`config.mk`:
```
export PLATFORM = sky130hd
export DESIGN_NAME = bbp_port
export DESIGN_NICKNAME = d
export VERILOG_FILES = /design/src/bbp_pkg.sv /design/src/bbp_port.sv /design/src/bbp_sync.sv /design/src/bbp_buf2.sv
export SDC_FILE = /design/constraint.sdc
export NUM_CORES = 1
export LEC_CHECK = 0
export BUFFER_PORTS_ARGS = -buffer_cell sky130_fd_sc_hd__buf_2
export CORE_UTILIZATION = 40
export CTS_BUF_LIST = sky130_fd_sc_hd__clkbuf_8
export DETAILED_ROUTE_END_ITERATION = 12
export PLACE_DENSITY = 0.65
export SLEW_MARGIN = 15
export SYNTH_ARGS = -nofsm -noshare
export SYNTH_HDL_FRONTEND = slang
export SYNTH_SLANG_ARGS = --single-unit
```
`constraint.sdc`:
```
create_clock -name I_CLK -period 2.5 [get_ports I_CLK]
set_clock_uncertainty 0.05 [all_clocks]
set_input_delay 0.5 -clock I_CLK [delete_from_list [all_inputs] [get_ports I_CLK]]
set_output_delay 0.5 -clock I_CLK [all_outputs]
set_load 0.02 [all_outputs]
```
`src/bbp_pkg.sv`:
```
// Shared types and constants for the bit-bang parallel port channel.
package bbp_pkg;

    // ==========================================================================
    // Mode-setting command values
    // ==========================================================================
    localparam logic [7:0] CMD_ASYNC_BB  = 8'h01;
    localparam logic [7:0] CMD_SYNC_BB   = 8'h04;

    // ==========================================================================
    // Values after reset
    // ==========================================================================
    localparam logic [7:0] RESET_DIR     = 8'h00;
    localparam logic [7:0] RESET_OUT     = 8'h00;
    localparam logic [7:0] RESET_SAMPLE  = 8'h00;
    // The flush/wake input idles high, so its synchroniser starts high.
    localparam logic [8:0] RESET_PIN_SYN = 9'h1FF;
    localparam int         PORT_W        = 8;
    localparam int         SYN_W         = 9;

    // ==========================================================================
    // Types
    // ==========================================================================
    typedef enum logic [1:0] {
        MODE_SERIAL = 2'b00,
        MODE_ASYNC  = 2'b01,
        MODE_SYNC   = 2'b10
    } bbp_mode_t;

    typedef enum logic [2:0] {
        S_IDLE   = 3'b000,
        S_READ   = 3'b001,
        S_SEND   = 3'b010,
        S_SETUP  = 3'b011,
        S_WRITE  = 3'b100,
        S_ATAKE  = 3'b101,
        S_AWRITE = 3'b110
    } bbp_state_t;

    typedef struct packed {
        logic [7:0] mode;
        logic [7:0] dir_mask;
    } bbp_cmd_t;

    typedef struct packed {
        logic [7:0] out;
        logic [7:0] oe;
    } bbp_pins_t;

endpackage

```
`src/bbp_port.sv`:
```
// One channel of the bit-bang parallel port: mode control, pin sequencer, flush/wake.
`timescale 1ns/10ps
module bbp_port (
    input  wire logic              I_CLK,
    input  wire logic              I_RESET_N,
    input  wire logic              I_CE,
    input  wire logic              I_ENUMERATED,
    input  wire logic              I_CMD_VALID,
    input  wire bbp_pkg::bbp_cmd_t I_CMD,
    input  wire logic              I_RX_VALID,
    input  wire logic [7:0]        I_RX_DATA,
    output logic                   O_RX_READY,
    output logic                   O_TX_VALID,
    output logic [7:0]             O_TX_DATA,
    input  wire logic              I_TX_READY,
    input  wire logic              I_BAUD_TICK,
    input  wire logic [7:0]        I_PIN_IN,
    output bbp_pkg::bbp_pins_t     O_PINS,
    output logic                   O_PIN_SAMPLE_STROBE_N,
    output logic                   O_PIN_UPDATE_STROBE_N,
    input  wire logic              I_FLUSH_OR_WAKE_N,
    input  wire logic              I_SUSPENDED,
    input  wire logic              I_WAKE_PULLDOWN_EN,
    output logic                   O_SEND_IMMEDIATE,
    output logic                   O_WAKE_REQ
);
    import bbp_pkg::*;

    // ==========================================================================
    // Declarations
    // ==========================================================================
    bbp_mode_t  mode_r, mode_nxt;
    logic [7:0] dir_r, dir_nxt;
    bbp_state_t state_r, state_nxt;
    logic [7:0] out_r, out_nxt;
    logic [7:0] oe_r, oe_nxt;
    logic [7:0] sample_r, sample_nxt;
    logic       rd_n_r, rd_n_nxt;
    logic       wr_n_r, wr_n_nxt;
    logic       push_r, push_nxt;
    logic       rx_ready_r, rx_ready_nxt;
    logic       flush_prev_r, flush_prev_nxt;
    logic       send_r, send_nxt;
    logic       wake_r, wake_nxt;
    logic [8:0] syn;
    logic [7:0] pin_sync;
    logic       flush_sync;
    logic       flush_fall;
    logic       rx_take;
    logic       buf_in_ready;
    logic       cmd_take;

    // ==========================================================================
    // Input synchronisers and sample buffer
    // ==========================================================================
    bbp_sync #(
        .W         (SYN_W),
        .RESET_VAL (RESET_PIN_SYN)
    ) u_sync (
        .i_clk     (I_CLK),
        .i_reset_n (I_RESET_N),
        .i_ce      (I_CE),
        .i_async   ({I_FLUSH_OR_WAKE_N, I_PIN_IN}),
        .o_sync    (syn)
    );

    assign pin_sync   = syn[7:0];
    assign flush_sync = syn[8];

    // A stalled transmit side fills this buffer and then holds the sequencer in sync mode; async mode still takes bytes and drops samples.
    bbp_buf2 #(
        .W (PORT_W)
    ) u_buf (
        .i_clk       (I_CLK),
        .i_reset_n   (I_RESET_N),
        .i_ce        (I_CE),
        .i_in_valid  (push_r),
        .i_in_data   (sample_r),
        .o_in_ready  (buf_in_ready),
        .o_out_valid (O_TX_VALID),
        .o_out_data  (O_TX_DATA),
        .i_out_ready (I_TX_READY)
    );

    // ==========================================================================
    // Mode and direction
    // ==========================================================================
    assign cmd_take = I_CMD_VALID && I_ENUMERATED;

    always_comb begin
        mode_nxt = mode_r;
        dir_nxt  = dir_r;
        if (cmd_take) begin
            case (I_CMD.mode)
                CMD_ASYNC_BB: mode_nxt = MODE_ASYNC;
                CMD_SYNC_BB:  mode_nxt = MODE_SYNC;
                default:      mode_nxt = MODE_SERIAL;
            endcase
            dir_nxt = I_CMD.dir_mask;
        end
    end

    always_ff @(posedge I_CLK or negedge I_RESET_N) begin
        if (!I_RESET_N) begin
            mode_r <= MODE_SERIAL;
            dir_r  <= RESET_DIR;
        end else if (I_CE) begin
            mode_r <= mode_nxt;
            dir_r  <= dir_nxt;
        end
    end

    // ==========================================================================
    // Pin sequencer
    // ==========================================================================
    // Each channel of the device is one instance of this module.
    assign rx_take = rx_ready_r && I_RX_VALID;

    always_comb begin
        state_nxt    = state_r;
        out_nxt      = out_r;
        sample_nxt   = sample_r;
        rd_n_nxt     = 1'b1;
        wr_n_nxt     = 1'b1;
        push_nxt     = 1'b0;
        rx_ready_nxt = 1'b0;
        // Pins move only when a byte is actually taken.
        if (rx_take) begin
            out_nxt = I_RX_DATA;
        end
        // Serial mode hands the pins back to the serial engine.
        oe_nxt = (mode_r == MODE_SERIAL) ? 8'h00 : dir_r;
        case (state_r)
            S_IDLE: begin
                // A byte starts a full cycle even with every pin an input.
                if (mode_r == MODE_SYNC && I_RX_VALID && buf_in_ready) begin
                    state_nxt  = S_READ;
                    rd_n_nxt   = 1'b0;
                    sample_nxt = pin_sync;
                end else if (mode_r == MODE_ASYNC && I_BAUD_TICK) begin
                    if (I_RX_VALID) begin
                        state_nxt    = S_ATAKE;
                        rx_ready_nxt = 1'b1;
                    end
                    if (buf_in_ready && !push_r) begin
                        rd_n_nxt   = 1'b0;
                        sample_nxt = pin_sync;
                        push_nxt   = 1'b1;
                    end
                end
            end
            S_READ: begin
                // Strobe rises as the captured sample heads for the host.
                state_nxt    = S_SEND;
                push_nxt     = 1'b1;
                rx_ready_nxt = 1'b1;
            end
            S_SEND: begin
                state_nxt = S_SETUP;
            end
            S_SETUP: begin
                state_nxt = S_WRITE;
                wr_n_nxt  = 1'b0;
            end
            S_WRITE: begin
                state_nxt = S_IDLE;
            end
            S_ATAKE: begin
                state_nxt = S_AWRITE;
                wr_n_nxt  = 1'b0;
            end
            S_AWRITE: begin
                state_nxt = S_IDLE;
            end
            default: begin
                state_nxt = S_IDLE;
            end
        endcase
    end

    always_ff @(posedge I_CLK or negedge I_RESET_N) begin
        if (!I_RESET_N) begin
            state_r    <= S_IDLE;
            out_r      <= RESET_OUT;
            oe_r       <= RESET_DIR;
            sample_r   <= RESET_SAMPLE;
            rd_n_r     <= 1'b1;
            wr_n_r     <= 1'b1;
            push_r     <= 1'b0;
            rx_ready_r <= 1'b0;
        end else if (I_CE) begin
            state_r    <= state_nxt;
            out_r      <= out_nxt;
            oe_r       <= oe_nxt;
            sample_r   <= sample_nxt;
            rd_n_r     <= rd_n_nxt;
            wr_n_r     <= wr_n_nxt;
            push_r     <= push_nxt;
            rx_ready_r <= rx_ready_nxt;
        end
    end

    assign O_PINS.out            = out_r;
    assign O_PINS.oe             = oe_r;
    assign O_PIN_SAMPLE_STROBE_N = rd_n_r;
    assign O_PIN_UPDATE_STROBE_N = wr_n_r;
    assign O_RX_READY            = rx_ready_r;

    // ==========================================================================
    // Flush and wake-up
    // ==========================================================================
    // Pulse width is the far side's business; any clean falling edge counts.
    assign flush_fall = flush_prev_r && !flush_sync;

    always_comb begin
        flush_prev_nxt = flush_sync;
        send_nxt       = flush_fall && (mode_r != MODE_SERIAL);
        wake_nxt       = flush_fall && I_SUSPENDED && !I_WAKE_PULLDOWN_EN;
    end

    always_ff @(posedge I_CLK or negedge I_RESET_N) begin
        if (!I_RESET_N) begin
            flush_prev_r <= 1'b1;
            send_r       <= 1'b0;
            wake_r       <= 1'b0;
        end else if (I_CE) begin
            flush_prev_r <= flush_prev_nxt;
            send_r       <= send_nxt;
            wake_r       <= wake_nxt;
        end
    end

    assign O_SEND_IMMEDIATE = send_r;
    assign O_WAKE_REQ       = wake_r;

    // ==========================================================================
    // Assertions
    // ==========================================================================
    property p_mode_sync;
        @(posedge I_CLK) disable iff (!I_RESET_N)
        (I_CE && cmd_take && I_CMD.mode == CMD_SYNC_BB) |=> (mode_r == MODE_SYNC);
    endproperty
    a_mode_sync: assert property (p_mode_sync) else $error("sync mode not entered");

    property p_no_mode_before_enum;
        @(posedge I_CLK) disable iff (!I_RESET_N)
        !I_ENUMERATED |=> $stable(mode_r);
    endproperty
    a_no_mode_before_enum: assert property (p_no_mode_before_enum)
        else $error("mode changed before enumeration");

    property p_dir_hold;
        @(posedge I_CLK) disable iff (!I_RESET_N)
        !cmd_take |=> $stable(dir_r);
    endproperty
    a_dir_hold: assert property (p_dir_hold) else $error("direction changed without command");

    property p_dir_to_oe;
        @(posedge I_CLK) disable iff (!I_RESET_N)
        (I_CE && cmd_take && I_CMD.mode == CMD_ASYNC_BB) ##1 I_CE
            |=> (O_PINS.oe == $past(I_CMD.dir_mask, 2));
    endproperty
    a_dir_to_oe: assert property (p_dir_to_oe) else $error("output enables differ from mask");

    property p_out_only_on_take;
        @(posedge I_CLK) disable iff (!I_RESET_N)
        !(I_CE && rx_take) |=> $stable(O_PINS.out);
    endproperty
    a_out_only_on_take: assert property (p_out_only_on_take)
        else $error("pins changed without a byte");

    property p_async_needs_tick;
        @(posedge I_CLK) disable iff (!I_RESET_N)
        (state_r == S_IDLE && mode_r == MODE_ASYNC && !I_BAUD_TICK) |=> !O_RX_READY;
    endproperty
    a_async_needs_tick: assert property (p_async_needs_tick)
        else $error("byte taken without baud tick");

    property p_sync_room;
        @(posedge I_CLK) disable iff (!I_RESET_N)
        (state_r == S_IDLE && mode_r == MODE_SYNC && !buf_in_ready) |=> (state_r == S_IDLE);
    endproperty
    a_sync_room: assert property (p_sync_room) else $error("byte handled without room");

    property p_sample_then_push;
        @(posedge I_CLK) disable iff (!I_RESET_N)
        (state_r == S_READ && I_CE) |=> (push_r && $rose(O_PIN_SAMPLE_STROBE_N) && O_RX_READY);
    endproperty
    a_sample_then_push: assert property (p_sample_then_push)
        else $error("sample not pushed at strobe rise");

    property p_sample_before_drive;
        @(posedge I_CLK) disable iff (!I_RESET_N)
        (state_r == S_READ && I_CE) |-> $stable(O_PINS.out) && !O_PIN_SAMPLE_STROBE_N;
    endproperty
    a_sample_before_drive: assert property (p_sample_before_drive)
        else $error("pins driven before sampling");

    property p_setup_then_write;
        @(posedge I_CLK) disable iff (!I_RESET_N)
        (state_r == S_SEND && I_CE) ##1 I_CE |=> !O_PIN_UPDATE_STROBE_N;
    endproperty
    a_setup_then_write: assert property (p_setup_then_write)
        else $error("write strobe not after setup clock");

    property p_strobe_short;
        @(posedge I_CLK) disable iff (!I_RESET_N)
        (!O_PIN_UPDATE_STROBE_N && I_CE) |=> O_PIN_UPDATE_STROBE_N;
    endproperty
    a_strobe_short: assert property (p_strobe_short) else $error("write strobe stuck low");

    property p_wake_blocked;
        @(posedge I_CLK) disable iff (!I_RESET_N)
        (I_WAKE_PULLDOWN_EN && I_CE) |=> !O_WAKE_REQ;
    endproperty
    a_wake_blocked: assert property (p_wake_blocked) else $error("wake with pull-down on");

    property p_flush;
        @(posedge I_CLK) disable iff (!I_RESET_N)
        (I_CE && flush_fall && mode_r != MODE_SERIAL) |=> O_SEND_IMMEDIATE;
    endproperty
    a_flush: assert property (p_flush) else $error("flush edge not flagged");

    c_sync_cycle: cover property (@(posedge I_CLK) disable iff (!I_RESET_N)
        state_r == S_SETUP ##1 state_r == S_WRITE);
    c_async_take: cover property (@(posedge I_CLK) disable iff (!I_RESET_N)
        state_r == S_ATAKE && rx_take);
    c_buf_full: cover property (@(posedge I_CLK) disable iff (!I_RESET_N)
        mode_r == MODE_SYNC && !buf_in_ready);
    c_wake: cover property (@(posedge I_CLK) disable iff (!I_RESET_N) O_WAKE_REQ);
endmodule

```
`src/bbp_sync.sv`:
```
// Two-flop synchroniser for a bundle of asynchronous inputs.
`timescale 1ns/10ps
module bbp_sync #(
    parameter int           W         = 1,
    parameter logic [W-1:0] RESET_VAL = '0
) (
    input  wire logic         i_clk,
    input  wire logic         i_reset_n,
    input  wire logic         i_ce,
    input  wire logic [W-1:0] i_async,
    output logic      [W-1:0] o_sync
);
    logic [W-1:0] meta_r;
    logic [W-1:0] sync_r;

    // The first stage is read only by the second stage.
    always_ff @(posedge i_clk or negedge i_reset_n) begin
        if (!i_reset_n) begin
            meta_r <= RESET_VAL;
            sync_r <= RESET_VAL;
        end else if (i_ce) begin
            meta_r <= i_async;
            sync_r <= meta_r;
        end
    end

    assign o_sync = sync_r;
endmodule

```
`src/bbp_buf2.sv`:
```
// Two-entry valid/ready buffer with registered outputs.
`timescale 1ns/10ps
module bbp_buf2 #(
    parameter int W = 8
) (
    input  wire logic         i_clk,
    input  wire logic         i_reset_n,
    input  wire logic         i_ce,
    input  wire logic         i_in_valid,
    input  wire logic [W-1:0] i_in_data,
    output logic              o_in_ready,
    output logic              o_out_valid,
    output logic      [W-1:0] o_out_data,
    input  wire logic         i_out_ready
);
    logic [W-1:0] d0_r, d1_r, d0_nxt, d1_nxt;
    logic         v0_r, v1_r, v0_nxt, v1_nxt;

    always_comb begin
        d0_nxt = d0_r;
        d1_nxt = d1_r;
        v0_nxt = v0_r;
        v1_nxt = v1_r;
        if (v0_r && i_out_ready) begin
            d0_nxt = d1_r;
            v0_nxt = v1_r;
            v1_nxt = 1'b0;
        end
        // Ready is a registered "second slot free", so a push never overruns.
        if (i_in_valid && !v1_r) begin
            if (!v0_nxt) begin
                d0_nxt = i_in_data;
                v0_nxt = 1'b1;
            end else begin
                d1_nxt = i_in_data;
                v1_nxt = 1'b1;
            end
        end
    end

    always_ff @(posedge i_clk or negedge i_reset_n) begin
        if (!i_reset_n) begin
            d0_r <= '0;
            d1_r <= '0;
            v0_r <= 1'b0;
            v1_r <= 1'b0;
        end else if (i_ce) begin
            d0_r <= d0_nxt;
            d1_r <= d1_nxt;
            v0_r <= v0_nxt;
            v1_r <= v1_nxt;
        end
    end

    assign o_in_ready  = !v1_r;
    assign o_out_valid = v0_r;
    assign o_out_data  = d0_r;
endmodule

```
=== Word-level counts from Yosys, hierarchy flattened ===
Cells that the tools add are included.

* Register bits: 80
* Input port bits: 43
* Word-level logic and storage cells: 86

* Equality and inequality tests: 10
* Muxes and demuxes: 30
* Reduce and logical (&&, ||, !) cells: 27

{| class="wikitable"
|+ Operator list
! cell !! number
|-
| $mux 8 || 7
|-
| $mux 1 || 16
|-
| $pmux 3 s5 || 1
|-
| $logic_and 1x1->1 || 12
|-
| $mux 3 || 3
|-
| $eq 8x1->1 const B || 1
|-
| $eq 8x3->1 const B || 1
|-
| $eq 3x2->1 const B || 2
|-
| $ne 3x3->1 const B || 2
|-
| $reduce_and 3->1 || 2
|-
| $reduce_bool 2->1 || 3
|-
| $logic_not 1->1 || 4
|-
| $pmux 1 s2 || 2
|-
| $pmux 2 s2 || 1
|-
| $reduce_and 2->1 || 2
|-
| $reduce_and 4->1 || 1
|-
| $eq 3x1->1 const B || 1
|-
| $eq 3x3->1 const B || 1
|-
| $logic_not 3->1 || 1
|-
| $eq 2x1->1 const B || 1
|-
| $eq 2x2->1 const B || 1
|-
| $logic_not 2->1 || 1
|-
| $reduce_or 2->1 || 1
|}

=== Longest topological paths before layout ===
* Depth after elaboration: 6
* Mapped depth: 5

=== Modules after synthesis ===
Synthesis repeated with hierarchy kept, for this count alone.

* Cell total of the unflattened synthesis: 249
* Area, all modules: 3454.6 um^2

{| class="wikitable"
|+ Modules (own cells, without submodules)
! module !! times used !! cells an instance !! area each (um^2) !! seq. area each (um^2)
|-
| bbp_port || 1 || 144 || 1845.5 || 1104.8
|-
| bbp_buf2 || 1 || 67 || 864.6 || 450.4
|-
| bbp_sync || 1 || 38 || 744.5 || 473.0
|}

=== Worst setup path after synthesis ===
OpenSTA, ideal clock, no wires.

* Path type: input port to flip-flop
* Start: input port I_CE
* End: register sample_r[0]
* Data arrival time: 1.550 ns
* Required time: 2.325 ns
* Slack: 0.776 ns
* Stages on the path: 5
* Cell sequence: buf_2 and2b_1 nand2_1 nor3_4 mux2_2

* Word-level cells in the longest chain between the ends: 1

{| class="wikitable"
|+ Ends and longest elaborated chain
! element !! RTL line !! source
|-
| from (decl) || bbp_port.sv:6 || <nowiki>input wire logic I_CE,</nowiki>
|-
| $reduce_and 4->1 (no source line) || n/a ||
|-
| to (signal assigned) || bbp_port.sv:195 || <nowiki>sample_r <= sample_nxt;</nowiki>
|-
| to (decl) || bbp_port.sv:37 || <nowiki>logic [7:0] sample_r, sample_nxt;</nowiki>
|}

Every way passes these cells.
A chain may end at the register's enable or synchronous reset.

=== Worst setup path after layout ===
* Start: register mode_r[1]
* End: register sample_r[7]

* Word-level cells in the longest chain between the ends: 5
* Elaborated cells on any way between the ends: 9
* Those cells by class: 2 x eq/ne; 1 x mux; 6 x reduce/logical

{| class="wikitable"
|+ Ends and longest elaborated chain
! element !! RTL line !! source
|-
| from (decl) || bbp_port.sv:32 || <nowiki>bbp_mode_t mode_r, mode_nxt;</nowiki>
|-
| from (signal assigned) || bbp_port.sv:108 || <nowiki>mode_r <= mode_nxt;</nowiki>
|-
| $eq 2x2->1 || bbp_port.sv:136 || <nowiki>if (mode_r == MODE_SYNC && I_RX_VALID && buf_in_ready) begin</nowiki>
|-
| $logic_and 1x1->1 (2 in a row) || bbp_port.sv:136 ||
|-
| $reduce_bool 2->1 (no source line) || n/a ||
|-
| $reduce_and 4->1 (no source line) || n/a ||
|}

Parallel ways exist; a longest one is shown, timed or not.

==> results.ini <==
[route]
route.vias.total = 2141
wl_per_cell_um = 14.2
dr.first_iter.drc_count = 83
ant_nets = 0
drc = 0
wirelength_um = 6070
first_pass_iters = 4
drt-vias-per-instance = 5.00

[clock_tree]
cts.sinks = 80
path_clk_slew_ns = 0.09
cts-root-buf = clkbuf_8
clockBufferDepth = 2
cts_inserted_buffers = 9
htree_levels = 3
post_cts_buffers = 0
cts_hold_repair.buffers = 0
clock_latency_ns = 0.35
post_cts_resized = 0
cts_tree = built

[logic_synthesis]
synthCells = 248
ys_seq_area_frac = 0.624
syn_area_per_cell_um2 = 13.1
synth_cell_types = 33
synth_nets = 291
synth.ff_latch_count = 80
synthArstFlopShare = 1.00
synth_edf_count = 0
synthesis.area_mm2 = 0.00325
ys_warn_count = 0
synth_ff_type = dfrtp_1

[setup_path]
worstPathMaxFanout = 9
crit_type = reg2reg
cp_top_family = simple AND/OR/NAND/NOR gates
critPathLaunchType = register
crit_buf_inv = 0
critPathCaptureType = register
worst_path_largest_cell_delay_ns = 0.45
cp.arrival_ns = 2.02
crit_path_top_delay_cell = nor3_4
crit_chain = and3b_2 > a32oi_2 > nor3_4 > mux2_2
critPathRequiredTime_ns = 2.68

[floorplan]
fp.dieH_um = 92.1
die-area_mm2 = 0.00849
core_mm2 = 0.00781
initial_core_util = 0.416
rows = 32
die_x_um = 92.1
num_io_pins = 73

[sta]
rsz0062_at_grt = false
tightest_slew_ns = 0.517
clock.fmax_mhz = 544
period_share = 0.735
slew_violations = 0
min_period_ns = 1.84
maxSlewHeadroom = 0.655
hold_viol_final = 0
finalSetupViolations = 0
final.setup.worst_slack_ns = 0.663
tns_ns = 0

[run]
drv_cap = 0

[global_routing]
grt_first_pass_wirelength_um = 10100
grt_usage = 0.155
antenna_found_initial = 0
grt_pass1_vias = 2082
grt_overflow_total = 0
grt_start_max_net_pins = 81

[finish]
finalInstanceArea_mm2 = 0.00393
final_common_cell = buf_2
final_cell_mix = buf_2 (71), dfrtp_1 (59), mux2_2 (52)
layout-drive-gt1-share = 0.515
syn_to_final_growth_pct = 20.9
diodes = 0
final_nets = 364

[place]
port_buffers = 72
placed_area_mm2 = 0.00372
gp_congestion = 0.706
place_worst_setup_slack_ns = 0.473
detailed_place_hpwl_um = 4150

[pwr]
peakVddDrop_v = 0.000615
power.density_mw_per_mm2 = 939
p_total_uw = 3690
p_leak_uw = 0.00183

[hold_path]
min_path_type = in2async

[outcome]
outcome = completed

synth_stat cells (all sizes together), types with 3 or more instances:
master | number | area (µm²)
dfstp | 21 | 552
mux2 | 52 | 586
nand3 | 5 | 25.0
dfrtp | 59 | 1480
o22ai | 10 | 62.6
inv | 15 | 56.3
nor2 | 6 | 22.5
nand2 | 17 | 63.8
buf | 5 | 22.5
clkbuf | 8 | 30.0
a21oi | 4 | 20.0
a31oi | 3 | 18.8
o21ai | 15 | 75.1
a2bb2oi | 8 | 70.1
cell families (layout without fill, tap and decap cells):
group | count (synthesis) | after routing | synth area share
xor+xnor | 1 | 1 | 0.00269
simple gates | 41 | 41 | 0.0658
flops | 80 | 80 | 0.624
mux | 52 | 52 | 0.180
compound gates | 46 | 46 | 0.0939
buf+inv | 28 | 106 | 0.0335
power by group:
group / switching [µW] / internal [µW]
registers: 191 / 1590
logic: 506 / 432
clock network: 478 / 492
total: 1180 / 2510
routing by layer:
| metal | vias to the layer above | share of wire | GRT usage |
|---|---|---|---|
| met5 | - | 0 | 0 |
| met4 | 0 | 0.016 | 0.0703 |
| met3 | 10 | 0.049 | 0.0365 |
| met2 | 60 | 0.48 | 0.238 |
| met1 | 1048 | 0.46 | 0.209 |
| li1 | 1023 | - | - |
stage by stage:
| step | hold slack [ns] | cells | util |
|---|---|---|---|
| finish | 0.115 | 428 | 0.503 |
| global route | 0.135 | 428 | 0.503 |
| CTS | 0.125 | 428 | 0.503 |
| detailed placement | 0.415 | 412 | 0.477 |
| global placement | 0.405 | 412 | 0.477 |
| floorplan | 0.154 | 248 | - |
final timing paths:
kind                                    end  slack, ns  startpoint  cells past startpoint
hold reg to reg                     oe_r[3]       0.44    dir_r[3]                      2
setup reg to reg                sample_r[7]       0.66   mode_r[1]                      4
max in group asynchronous  u_sync.meta_r[3]       1.94   I_RESET_N                      2
min in group I_CLK                mode_r[0]       0.31   I_CMD[10]                      2
setup / recovery                sample_r[7]       0.66   mode_r[1]                      4
hold / removal                  sample_r[0]       0.12   I_RESET_N                      2
state kept, by name (all words and copies together) (netlist names), 2 cells and up:
| signal | flops |
|---|---|
| mode_r | 2 |
| out_r | 8 |
| u_sync.meta_r | 9 |
| sample_r | 8 |
| oe_r | 8 |
| dir_r | 8 |
| state_r | 3 |
| u_buf.o_out_data | 8 |
| u_buf.d1_r | 8 |
| u_sync.o_sync | 9 |
area by class of cell:
cell class | instances | area, µm²
fillers | 719 | 3880
flip-flops and latches | 80 | 2030
multi-input cells | 140 | 1110
repair buffers | 75 | 398
clock buffers | 10 | 138
well taps | 102 | 128
clock inverters | 6 | 67.6
inverters | 15 | 56.3
Power figures use the tool's default switching activity.
